[config.mk]
export PLATFORM = sky130hd
export DESIGN_NAME = keb_key_event_buffer
export DESIGN_NICKNAME = d
export VERILOG_FILES = /design/src/keb_pkg.sv /design/src/keb_key_event_buffer.sv
export SDC_FILE = /design/constraint.sdc
export NUM_CORES = 1
export LEC_CHECK = 0
export ABC_CLOCK_PERIOD_IN_PS = 6700
export BUFFER_PORTS_ARGS = -buffer_cell sky130_fd_sc_hd__buf_4
export CAP_MARGIN = 20
export CORE_MARGIN = 2
export CORE_UTILIZATION = 62
export DETAILED_ROUTE_END_ITERATION = 7
export GPL_TIMING_DRIVEN = 0
export HOLD_SLACK_MARGIN = 0.02
export PLACE_DENSITY = 0.87
export RECOVER_POWER = 25
export SLEW_MARGIN = 0
export SYNTH_ARGS = -nofsm -noshare
export SYNTH_HDL_FRONTEND = slang
export SYNTH_SLANG_ARGS = --single-unit
[constraint.sdc]
create_clock -name clk -period 6.7 [get_ports clk]
set_input_delay 0.67 -clock clk [delete_from_list [all_inputs] [get_ports clk]]
set_output_delay 0.67 -clock clk [all_outputs]
set_load 0.005 [all_outputs]
[src/keb_pkg.sv]
// Constants and types for the key event buffer with auto-repeat.
// Assumes a 200 MHz clock; used by keb_key_event_buffer and its bench.
`default_nettype none
package keb_pkg;

  // ----------------------------------------------------------------
  // Storage geometry
  // ----------------------------------------------------------------
  localparam int          DEPTH       = 16;
  localparam int          PTR_W       = 5;
  localparam int          KEY_W       = 7;
  localparam int          NUM_KEYS    = 128;
  localparam logic [PTR_W-1:0] FULL_CNT = 5'h10;
  localparam logic [PTR_W-1:0] ZERO_CNT = 5'h00;
  localparam logic [PTR_W-1:0] ONE_CNT  = 5'h01;
  localparam logic [1:0]  LEN_ONE     = 2'h1;

  // ----------------------------------------------------------------
  // Codes
  // ----------------------------------------------------------------
  localparam logic [7:0]  OVERRUN_DEF = 8'h00;
  localparam logic [7:0]  CMD_ENABLE  = 8'hf4;
  localparam logic [7:0]  BREAK_PFX   = 8'hf0;
  localparam logic [7:0]  EXT_PFX     = 8'he0;
  localparam logic [KEY_W-1:0] NO_KEY = 7'h7f;

  // ----------------------------------------------------------------
  // Timing: 1 ms tick at 200 MHz
  // ----------------------------------------------------------------
  localparam int          CLK_MHZ     = 200;
  localparam int          TICK_US     = 1000;
  localparam int          TICK_CYC    = CLK_MHZ * TICK_US;
  localparam int          TICK_W      = 18;
  localparam int          DELAY_MS    = 500;
  localparam int          RATE_MS     = 92;   // repeats every 93 ms, 10.8 characters per second
  localparam int          MS_W        = 11;

  // Per-key type: bit 0 repeats, bit 1 sends break
  localparam logic [1:0]  TYPE_DEF    = 2'h3;
  localparam int          TYPE_RPT    = 0;
  localparam int          TYPE_BRK    = 1;

  // Line protocol chosen at power-on
  localparam logic [1:0]  PROTO_W     = 2'h2;

  typedef enum logic [1:0] {
    ST_SENSE = 2'b00,
    ST_IDLE  = 2'b01,
    ST_RUN   = 2'b11
  } keb_state_e;

endpackage
`default_nettype wire

[src/keb_key_event_buffer.sv]
// Key event buffer: orders key events into scan codes, holds them in a
// 16-entry store, and generates auto-repeat for the newest held key.
// Assumes key events come from a same-clock scanner; the serial framer
// outside drains the store and carries response bytes on its own path.
`timescale 1ns/100ps
`default_nettype none

module keb_key_event_buffer #(
  parameter logic [7:0]  OVERRUN_CODE = keb_pkg::OVERRUN_DEF,
  parameter logic [10:0] DELAY_MS_DEF = 11'(keb_pkg::DELAY_MS),
  parameter logic [10:0] RATE_MS_DEF  = 11'(keb_pkg::RATE_MS),
  parameter logic [6:0]  PAUSE_KEY    = 7'h62,
  parameter logic [17:0] TICK_COUNT   = 18'(keb_pkg::TICK_CYC)
) (
  // Clock and reset
  input  wire logic        clk,
  input  wire logic        srst,
  // Key scanner events
  input  wire logic        keyValid,
  input  wire logic        keyPress,
  input  wire logic [6:0]  keyIndex,
  input  wire logic [7:0]  keyMake,
  input  wire logic        keyExt,
  // Link side
  input  wire logic        lineClkIn,
  input  wire logic        lineDataIn,
  input  wire logic        outAllowed,
  input  wire logic        codeTaken,
  output logic             codeValid,
  output logic [7:0]       codeByte,
  input  wire logic        respValid,
  input  wire logic [7:0]  respIn,
  output logic             respOutValid,
  output logic [7:0]       respOut,
  // Commands: the enable byte is decoded here from cmdByte, the rest outside
  input  wire logic        cmdValid,
  input  wire logic [7:0]  cmdByte,
  input  wire logic        rateWe,
  input  wire logic [10:0] rateDelayMs,
  input  wire logic [10:0] ratePeriodMs,
  input  wire logic        scanSet3,
  input  wire logic        typeWe,
  input  wire logic [6:0]  typeKey,
  input  wire logic [1:0]  typeVal,
  // Status
  output logic             overrun,
  output logic [1:0]       lineProto,
  output logic [4:0]       fillLevel,
  output logic             scanning
);

  // ----------------------------------------------------------------
  // Input synchronisers for the link pins
  // ----------------------------------------------------------------
  logic [1:0] clkSync_ff;
  logic [1:0] datSync_ff;
  logic       outSync1_ff;
  logic       outSync_ff;

  // Two stages each; only stage two is read further on
  always_ff @(posedge clk) begin
    clkSync_ff  <= {clkSync_ff[0], lineClkIn};
    datSync_ff  <= {datSync_ff[0], lineDataIn};
    outSync1_ff <= outAllowed;
    outSync_ff  <= outSync1_ff;
  end

  // ----------------------------------------------------------------
  // State, store and repeat registers
  // ----------------------------------------------------------------
  keb_pkg::keb_state_e state_ff;
  logic [7:0]  mem_ff [keb_pkg::DEPTH];
  logic [3:0]  wrPtr_ff;
  logic [3:0]  rdPtr_ff;
  logic [4:0]  count_ff;
  logic        lock_ff;
  logic        ovr_ff;
  logic [6:0]  rptKey_ff;
  logic [7:0]  rptMake_ff;
  logic        rptExt_ff;
  logic        rptArmed_ff;
  logic        rptFirst_ff;
  logic [10:0] msCnt_ff;
  logic [17:0] tick_ff;
  logic [10:0] delayMs_ff;
  logic [10:0] periodMs_ff;
  logic [1:0]  ktype_ff [keb_pkg::NUM_KEYS];
  logic [1:0]  proto_ff;
  logic        oValid_ff;
  logic [7:0]  oByte_ff;
  logic        rValid_ff;
  logic [7:0]  rByte_ff;

  // ----------------------------------------------------------------
  // Event decode
  // ----------------------------------------------------------------
  wire logic       flushCmd  = cmdValid && cmdByte == keb_pkg::CMD_ENABLE;
  wire logic       running   = state_ff == keb_pkg::ST_RUN;
  wire logic [1:0] kType     = scanSet3 ? ktype_ff[keyIndex] : keb_pkg::TYPE_DEF;
  wire logic       isPause   = keyIndex == PAUSE_KEY;
  wire logic       sendBreak = !keyPress && kType[keb_pkg::TYPE_BRK] && !isPause;
  wire logic       evtPress  = running && keyValid && keyPress;
  wire logic       evtCode   = running && keyValid && (keyPress || sendBreak);
  wire logic       tickMs    = tick_ff == 18'h00000;
  wire logic       rptHit    = rptArmed_ff && tickMs && msCnt_ff == 11'h000;
  // Repeat loses to a real key event in the same cycle; it recurs later
  wire logic       rptEvt    = rptHit && !evtCode && outSync_ff;

  // Byte sequence of the current event: [ext] [break prefix] make
  wire logic       useExt    = evtCode ? keyExt : rptExt_ff;
  wire logic       useBrk    = evtCode && !keyPress;
  wire logic [7:0] useMake   = evtCode ? keyMake : rptMake_ff;
  wire logic [1:0] seqLen    = 2'(keb_pkg::LEN_ONE + 2'(useExt) + 2'(useBrk));
  wire logic       doPush    = evtCode || rptEvt;

  // Store space check: whole sequence or nothing
  wire logic       drainNow  = oValid_ff && codeTaken;
  wire logic [4:0] freeSlots = 5'(keb_pkg::FULL_CNT - count_ff);
  wire logic       fits      = freeSlots >= 5'(seqLen);
  wire logic       pushOk    = doPush && !lock_ff && fits;
  // Overrun fires when the store is full or short; it claims a slot only when not full
  wire logic       pushOvr   = doPush && !lock_ff && !fits;

  // Byte selected for each of up to three positions
  function automatic logic [7:0] seqByte(input logic [1:0] pos, input logic ext,
                                         input logic brk, input logic [7:0] mk);
    logic [1:0] p;
    p = pos;
    seqByte = mk;
    if (ext && p == 2'h0) begin
      seqByte = keb_pkg::EXT_PFX;
    end else begin
      if (ext) begin
        p = p - 2'h1;
      end
      if (brk && p == 2'h0) begin
        seqByte = keb_pkg::BREAK_PFX;
      end
    end
  endfunction

  // ----------------------------------------------------------------
  // Power-on sensing and run state
  // ----------------------------------------------------------------
  // Lines are sampled once after reset; both high picks the idle protocol
  always_ff @(posedge clk) begin
    if (srst) begin
      state_ff <= keb_pkg::ST_SENSE;
      proto_ff <= 2'h0;
    end else begin
      unique case (state_ff)
        keb_pkg::ST_SENSE: begin
          proto_ff <= {clkSync_ff[1], datSync_ff[1]};
          state_ff <= keb_pkg::ST_IDLE;
        end
        keb_pkg::ST_IDLE: begin
          state_ff <= keb_pkg::ST_RUN;
        end
        keb_pkg::ST_RUN: begin
          state_ff <= keb_pkg::ST_RUN;
        end
      endcase
    end
  end

  // ----------------------------------------------------------------
  // Scan code store
  // ----------------------------------------------------------------
  // Write a whole sequence in one cycle; the pointer math wraps at 16
  always_ff @(posedge clk) begin
    if (pushOk) begin
      for (int i = 0; i < 3; i++) begin
        if (2'(i) < seqLen) begin
          mem_ff[4'(wrPtr_ff + 4'(i))] <= seqByte(2'(i), useExt, useBrk, useMake);
        end
      end
    end else if (pushOvr && count_ff != keb_pkg::FULL_CNT) begin
      mem_ff[wrPtr_ff] <= OVERRUN_CODE;
    end
  end

  // Pointers, fill count and overrun lock
  always_ff @(posedge clk) begin
    if (srst || flushCmd) begin
      wrPtr_ff <= 4'h0;
      rdPtr_ff <= 4'h0;
      count_ff <= keb_pkg::ZERO_CNT;
      lock_ff  <= 1'b0;
      ovr_ff   <= 1'b0;
    end else begin
      if (pushOk) begin
        wrPtr_ff <= 4'(wrPtr_ff + 4'(seqLen));
      end else if (pushOvr && count_ff != keb_pkg::FULL_CNT) begin
        wrPtr_ff <= wrPtr_ff + 4'h1;
      end
      if (drainNow) begin
        rdPtr_ff <= rdPtr_ff + 4'h1;
      end
      count_ff <= 5'(count_ff
                   + (pushOk ? 5'(seqLen) : 5'h00)
                   + ((pushOvr && count_ff != keb_pkg::FULL_CNT) ? keb_pkg::ONE_CNT : 5'h00)
                   - (drainNow ? keb_pkg::ONE_CNT : 5'h00));
      // Lock holds until output is allowed again; a new overrun wins
      if (pushOvr) begin
        lock_ff <= 1'b1;
        ovr_ff  <= 1'b1;
      end else if (outSync_ff) begin
        lock_ff <= 1'b0;
      end
    end
  end

  // Output stage: present head byte while output is allowed
  always_ff @(posedge clk) begin
    if (srst || flushCmd) begin
      oValid_ff <= 1'b0;
      oByte_ff  <= 8'h00;
    end else if (!oValid_ff || codeTaken) begin
      oValid_ff <= outSync_ff && (count_ff > (drainNow ? keb_pkg::ONE_CNT : keb_pkg::ZERO_CNT));
      oByte_ff  <= mem_ff[drainNow ? rdPtr_ff + 4'h1 : rdPtr_ff];
    end
  end

  // Responses pass straight through, never touching the store
  always_ff @(posedge clk) begin
    if (srst) begin
      rValid_ff <= 1'b0;
      rByte_ff  <= 8'h00;
    end else begin
      rValid_ff <= respValid;
      rByte_ff  <= respIn;
    end
  end

  // ----------------------------------------------------------------
  // Auto-repeat
  // ----------------------------------------------------------------
  // A millisecond tick keeps the counters small at the cost of 1 ms jitter
  always_ff @(posedge clk) begin
    if (srst || tickMs) begin
      tick_ff <= TICK_COUNT - 18'h00001;
    end else begin
      tick_ff <= tick_ff - 18'h00001;
    end
  end

  // Newest press takes over; only its release or the enable flush stops the repeat
  always_ff @(posedge clk) begin
    if (srst || flushCmd) begin
      rptKey_ff   <= keb_pkg::NO_KEY;
      rptMake_ff  <= 8'h00;
      rptExt_ff   <= 1'b0;
      rptArmed_ff <= 1'b0;
      rptFirst_ff <= 1'b0;
      msCnt_ff    <= 11'h000;
    end else if (evtPress) begin
      rptKey_ff   <= keyIndex;
      rptMake_ff  <= keyMake;
      rptExt_ff   <= keyExt;
      rptArmed_ff <= kType[keb_pkg::TYPE_RPT] && !isPause;
      rptFirst_ff <= 1'b1;
      msCnt_ff    <= delayMs_ff;
    end else if (running && keyValid && !keyPress && keyIndex == rptKey_ff) begin
      rptArmed_ff <= 1'b0;
      rptKey_ff   <= keb_pkg::NO_KEY;
    end else if (rptArmed_ff && tickMs) begin
      if (msCnt_ff == 11'h000) begin
        msCnt_ff    <= periodMs_ff;
        rptFirst_ff <= 1'b0;
      end else begin
        msCnt_ff <= msCnt_ff - 11'h001;
      end
    end
  end

  // Delay and rate come from the system; reset picks the defaults
  always_ff @(posedge clk) begin
    if (srst) begin
      delayMs_ff  <= DELAY_MS_DEF;
      periodMs_ff <= RATE_MS_DEF;
    end else if (rateWe) begin
      delayMs_ff  <= rateDelayMs;
      periodMs_ff <= ratePeriodMs;
    end
  end

  // Per-key type table, writable only in set three
  always_ff @(posedge clk) begin
    for (int k = 0; k < keb_pkg::NUM_KEYS; k++) begin
      if (srst) begin
        ktype_ff[k] <= keb_pkg::TYPE_DEF;
      end else if (typeWe && scanSet3 && typeKey == 7'(k)) begin
        ktype_ff[k] <= typeVal;
      end
    end
  end

  // ----------------------------------------------------------------
  // Outputs
  // ----------------------------------------------------------------
  assign codeValid    = oValid_ff;
  assign codeByte     = oByte_ff;
  assign respOutValid = rValid_ff;
  assign respOut      = rByte_ff;
  assign overrun      = ovr_ff;
  assign lineProto    = proto_ff;
  assign fillLevel    = count_ff;
  assign scanning     = state_ff[1];  // Only the run state has this bit set

  // ----------------------------------------------------------------
  // Checks
  // ----------------------------------------------------------------
  a_store_bound: assert property (@(posedge clk) disable iff (srst)
    count_ff <= keb_pkg::FULL_CNT) else $error("store over 16 entries");
  a_ovr_lock: assert property (@(posedge clk) disable iff (srst)
    lock_ff && !outSync_ff && !flushCmd |=> count_ff <= $past(count_ff))
    else $error("data entered while locked");
  a_whole_seq: assert property (@(posedge clk) disable iff (srst)
    doPush && !fits && !lock_ff && !flushCmd |=> ovr_ff && lock_ff)
    else $error("short space did not flag overrun");
  a_enable_flush: assert property (@(posedge clk) disable iff (srst)
    flushCmd |=> count_ff == keb_pkg::ZERO_CNT && !rptArmed_ff)
    else $error("enable did not flush");
  a_pause_norpt: assert property (@(posedge clk) disable iff (srst)
    evtPress && isPause && !flushCmd |=> !rptArmed_ff)
    else $error("pause key armed repeat");
  a_release_stop: assert property (@(posedge clk) disable iff (srst)
    running && keyValid && !keyPress && keyIndex == rptKey_ff && !flushCmd
    |=> !rptArmed_ff) else $error("repeat survived release");
  a_inhibit_norpt: assert property (@(posedge clk) disable iff (srst)
    rptHit && !outSync_ff |-> !pushOk || evtCode)
    else $error("repeat stored while inhibited");
  a_resp_pass: assert property (@(posedge clk) disable iff (srst)
    respValid |=> respOutValid && respOut == $past(respIn))
    else $error("response not passed");
  a_rate_load: assert property (@(posedge clk) disable iff (srst)
    rateWe |=> delayMs_ff == $past(rateDelayMs) && periodMs_ff == $past(ratePeriodMs))
    else $error("rate not loaded");
  a_drain_seq: assert property (@(posedge clk) disable iff (srst)
    drainNow && !flushCmd |=> rdPtr_ff == $past(rdPtr_ff) + 4'h1)
    else $error("drain pointer stuck");
  c_store_full: cover property (@(posedge clk) count_ff == keb_pkg::FULL_CNT);
  c_overrun: cover property (@(posedge clk) pushOvr);
  c_repeat: cover property (@(posedge clk) rptEvt && pushOk);
  c_drain: cover property (@(posedge clk) drainNow);

endmodule

`default_nettype wire

## Word-level counts from Yosys, hierarchy flattened

Memory sizes are Yosys's and may differ from the RTL's. A register that Yosys moved wholly into a read port is not among the register bits.
Cells that the tools add are included.

| operators by class | value |
|---|---|
| muxes and demuxes | 566 |
| $lt $le $gt $ge | 5 |
| reduce and logical (&&, ||, !) cells | 176 |
| divide/modulo/power cells | 0 |
| multiply operators | 0 |
| add/sub/neg operators | 12 |
| bitwise gates (word level) | 129 |
| shifts and indexed selects | 0 |
| equal/unequal tests | 134 |

Operators by type and width:

| operator | count |
|---|---|
| $eq A7 B7 Y1 const B | 65 |
| $mux W1 | 406 |
| $mux W2 | 138 |
| $eq A7 B6 Y1 const B | 32 |
| $logic_and A1 B1 Y1 | 152 |
| $or A1 B1 Y1 | 129 |
| $eq A7 B5 Y1 const B | 16 |
| $mux W8 | 12 |
| $eq A7 B4 Y1 const B | 8 |
| $mux W11 | 4 |
| $eq A7 B3 Y1 const B | 4 |
| $logic_not A18 Y1 | 1 |
| $sub A18 B1 Y18 const B | 1 |
| $eq A7 B2 Y1 const B | 2 |
| $mux W7 | 2 |
| $mux W4 | 3 |
| $logic_not A11 Y1 | 1 |
| $sub A11 B1 Y11 const B | 1 |
| $add A4 B1 Y4 const B | 2 |
| $eq A8 B8 Y1 const B | 1 |
| $logic_not A2 Y1 | 4 |
| $reduce_bool A2 Y1 | 4 |
| $eq A7 B1 Y1 const B | 1 |
| $eq A7 B7 Y1 | 1 |
| other kinds (22) | 32 |

| storage, ports and cells | value |
|---|---|
| word-level logic and storage cells | 1046 |
| input bits | 76 |
| latch bits | 0 |
| memories | 2 |
| flip-flop bits (word level) | 103 |
| bits in writable memories | 384 |
| memory bits (read-only) | 0 |

Memory list:

| name | words | width | rd ports | clocked after Yosys merged registers in | write ports | RTL line | RTL |
|---|---|---|---|---|---|---|---|
| ktype_ff | 128 | 2 | 1 | 0 | 128 | keb_key_event_buffer.sv:87 | `logic [1:0] ktype_ff [keb_pkg::NUM_KEYS];` |
| mem_ff | 16 | 8 | 1 | 1 | 3 | keb_key_event_buffer.sv:72 | `logic [7:0] mem_ff [keb_pkg::DEPTH];` |

## Logic depth before layout (Yosys ltp)

An unclocked memory read counts as a cell.

| logic depth | value |
|---|---|
| depth after elaboration | 20 |
| gate-level depth with buffers | 31 |

## Worst setup path after synthesis

OpenSTA, ideal clock, no wires.

| timing | value |
|---|---|
| path type | in2reg |
| from | input port keyIndex[1] |
| to | register count_ff[4], in the netlist fillLevel[4] |
| arrival | 5.967 ns |
| data required time | 6.630 ns |
| stages on the path | 28 |
| path slack | 0.662 ns |
| path through | buf_4 -> mux4_2 -> mux2i_1 -> nor3_1 -> or4_1 -> o211ai_1 -> nand2b_2 -> nand2_4 -> mux2i_1 -> ha_1 -> inv_1 -> ha_1 -> o21ai_0 -> nand3_1 -> o2111ai_1 -> o32ai_2 -> buf_2 -> nand2_1 -> ha_1 -> inv_1 -> fa_1 -> inv_1 -> fa_1 -> inv_1 -> a21oi_1 -> nor2_1 -> or3_1 -> a21oi_1 |

| between the ends | value |
|---|---|
| cells in the longest elaborated chain, start to end | 16 |
| elaborated cells on any way between the ends | 27 |
| those cells by class | 5 x add/sub; 1 x order compare; 1 x eq/ne; 4 x mux; 15 x reduce/logical; 1 x memory |

RTL lines:

| element | RTL line | RTL |
|---|---|---|
| start, declared | keb_key_event_buffer.sv:21 | `input wire logic [6:0] keyIndex,` |
| $mem_v2 Z128 W2 | - |  |
| $mux W2 | keb_key_event_buffer.sv:99 | `wire logic [1:0] kType = scanSet3 ? ktype_ff[keyIndex] : keb_pkg::TYPE_DEF;` |
| $logic_and A1 B1 Y1 | keb_key_event_buffer.sv:101 | `wire logic sendBreak = !keyPress && kType[keb_pkg::TYPE_BRK] && !isPause;` |
| $logic_and A1 B1 Y1 (*) | keb_key_event_buffer.sv:101 |  |
| $logic_or A1 B1 Y1 (*) | keb_key_event_buffer.sv:103 | `wire logic evtCode = running && keyValid && (keyPress \|\| sendBreak);` |
| $logic_and A1 B1 Y1 (*) | keb_key_event_buffer.sv:103 |  |
| branches (longest 8 deep; another with $ge A5 B2 Y1) | - |  |
| $add A5 B1 Y5 (*) | keb_key_event_buffer.sv:201 | `+ ((pushOvr && count_ff != keb_pkg::FULL_CNT) ? keb_pkg::ONE_CNT : 5'h00)` |
| $sub A5 B5 Y5 (*) | keb_key_event_buffer.sv:202 | `- (drainNow ? keb_pkg::ONE_CNT : 5'h00));` |
| end signal, assigned | keb_key_event_buffer.sv:187 | `count_ff <= keb_pkg::ZERO_CNT;` |
| end signal, assigned | keb_key_event_buffer.sv:199 | `count_ff <= 5'(count_ff` |
| end, declared | keb_key_event_buffer.sv:75 | `logic [4:0] count_ff;` |

Mark *: on every way between the ends.
A chain may end at the register's enable or synchronous reset.

## Final worst setup path

Ends and elaborated chain as after synthesis.

==> flow_summary.ini <==
[place]
place_area_sq_um = 25730
globalplace.congestion = 1.005
port_buffers = 94
hpwlAfterDp_um = 51450
place_ws_ns = -1.022
dp_cells = 2823

[setup_path]
required_ns = 7.22
endpoint_kind = flop
path_max_fanout = 10
critPathBufInv = 9
crit_family = compound AO/OA/AOI/OAI gates
cp_data_arrival_time_ns = 6.93
worstSetupStartpointType = input pin
slowest_stage = mux2i_1
crit_path_max_incr_delay_ns = 0.46
crit_path_frequent_cell = inv_1
path_class = input pin to flop

[timing]
tightest_slew_ns = 1.096
whs_ns = 0.1779
rsz0062_at_grt = false
finalMaxSlewViolations = 0
timing.setup.tns_ns = 0
fin_crit_ns = 6.406
slew_headroom_pct = 26.80
fmax_mhz = 156.1
finalSetupViolCount = 0
timing.final.crit_share_pct = 95.61
fin_ws_ns = 0.2944
fin_skew_ns = 0.03301
hold_viol = 0

[logic_synthesis]
synth_xor_area_share_pct = 1.476
ys.flop_type = edfxtp_1
yosysUniqueCellTypes = 70
synth_async_sr_flop_share_pct = 0
yosysTopAreaCellShare_pct = 47.39
synthesis.nets = 2309
synth_top_family_by_area = simple AND/OR/NAND/NOR gates
netlist_area_sq_um = 24330
synthAdderAreaFrac_pct = 1.635
synth-simple-area-share_pct = 16.15
synth_compound_area_share_pct = 9.816
synthMuxAreaShare_pct = 10.84
yosysTopAreaCell = edfxtp_1
ys_seq_area_share_pct = 56.52
synth_edf_count = 384
ys_top_cells_by_area = edfxtp_1 (47%), dfxtp_1 (9.1%), nand2_1 (8.3%)
syn_area_per_cell_sq_um = 11.04
netlist_instances = 2203
synth-seq-cells = 495
yosys_warnings = 0

[finish]
area_growth_syn_to_layout_pct = 12.58
finalNonFillerCells = 2926
fin_util_pct = 70.71
num_antenna_cells = 0
fin_area_sq_um = 27390
nFillCells = 2626
drive_gt1_share_pct = 14.12
nets = 2474

[floorplan]
start_util_pct = 62.81
fp.dieH_um = 202.1
die_w_um = 202.1
io_pins = 103
core-area_sq_um = 38740
row_count = 72
fp.dieArea_sq_um = 40850

[clock_tree]
insertion_delay_ns = 0.62
cts_tree = built
clk_path_buf_depth = 3
cts.sinks = 495
cts_root_buf = clkbuf_16
path_clk_slew_ns = 0.06
cts_hold_buf = 0
htreeDepth = 2
cts_buffers = 48

[detailed_routing]
drt_iter0_drc = 2733
first_pass_iters = 6
viasPerCell = 6.619
drc = 0
wl_per_cell_um = 24.37
wl_um = 71310
via_count = 19366
ant_nets = 0

[power_and_ir_drop]
ir_worst_vdd_mv = 0.2170
leakage_nw = 9.830
power.density_nw_per_um2 = 269.4
finalPower_mw = 7.379

[global_route]
antenna_found_initial = 0
grt_pass1_wl_um = 109300
gr-usage-met1_pct = 42.55
grt.overflow.total = 0
grt_use_met2_pct = 58.64
grt_max_degree = 16
grt_use_total_pct = 35.12
grtUsageMet3_pct = 6.353
top_usage_layer = met2
grt_pass1_vias = 19254

[worst_hold_path]
hold_path_class = input pin to flop

[flow_run]
maxCapViolations = 0

[outcome]
status = finished clean
[cell type report]
| type | count | area [sq um] | area share [%] |
|---|---|---|---|
| clock buffers | 74 | 1425 | 5.203 |
| inverters | 28 | 105.1 | 0.3837 |
| clock inverters | 16 | 141.4 | 0.5161 |
| well taps | 518 | 648.1 | 2.366 |
| flip-flops and latches | 495 | 13750 | 50.21 |
| multi-input cells | 1512 | 9746 | 35.58 |
| repair buffers | 115 | 797.0 | 2.910 |
| plain buffers | 168 | 777.0 | 2.837 |
[cell usage after synthesis (12+ instances only)]
cell	number
and2_1	25
clkbuf_1	125
nor2b_1	20
or3_1	12
nor2_1	197
edfxtp_1	384
buf_2	20
o21ai_0	112
a211oi_1	34
inv_1	24
mux4_2	77
a31oi_1	18
nand2b_1	13
a21oi_1	53
xnor2_1	27
ha_1	27
a311oi_1	19
a22oi_1	57
xor2_1	14
dfxtp_1	111
mux2i_1	77
nand2_1	537
nor3_1	40
nand3_1	19
[registers in the layout, indices dropped and copies added (netlist names), 4 cells and up]
signal and count:
codeByte 8, delayMs_ff 11, fillLevel 5, ktype_ff 256, mem_ff 128, msCnt_ff 11, periodMs_ff 11, rdPtr_ff 4
respOut 8, rptKey_ff 7, rptMake_ff 8, tick_ff 18, wrPtr_ff 4
[logic make-up (layout without fill, tap and decap cells)]
family,after synthesis,in the layout
mux,164,164
fa+ha+maj,30,30
flops,495,495
buf+inv,196,401
compound gates,354,354
simple gates,923,923
xor+xnor,41,41
[path summary, 6_finish.rpt]
path | startpoint | to | slack (ns) | depth (start not counted)
worst max-delay path | keyIndex[1] | fillLevel[4] | 0.29 | 29
worst min-delay path | lineDataIn | datSync_ff[0] | 0.18 | 1
worst max register to register | ktype_ff[118][1] | fillLevel[4] | 0.53 | 27
worst min register to register | datSync_ff[0] | datSync_ff[1] | 0.34 | 0
[repair_timing]
action / 4_1_cts / 5_1_grt
buffers inserted: 0 / 2
pin swaps: 0 / 1
endpoints found under the setup margin: 12 / 2
cloned: 0 / 0
resized for setup: 6 / 5
[layer usage]
metal / part of all wire, % / up-vias
li1: - / 8282
met1: 33 / 9200
met2: 49 / 1514
met3: 11 / 370
met4: 7.0 / 0
met5: 0 / -
[cell usage in the layout (no fill, tap or decap), drive strengths merged, types with 13 or more instances in the layout]
master / count
xnor2: 27
xor2: 14
a31oi: 27
nor2b: 20
clkinv: 13
buf: 121
a211oi: 34
a21oi: 53
o21ai: 113
nor2: 197
nand2: 538
a311oi: 19
a22oi: 67
inv: 28
mux2i: 85
and2: 26
ha: 27
or3: 13
clkbuf: 236
nor3: 40
dfxtp: 111
edfxtp: 384
nand2b: 14
mux4: 77
nand3: 19
[where the power goes]
group / switching (mW) / total [mW] / internal (mW)
registers: 0.0761 / 3.51 / 3.43
logic: 0.694 / 1.13 / 0.440
clock network: 1.22 / 2.74 / 1.52
(Power assumes the default switching activity.)
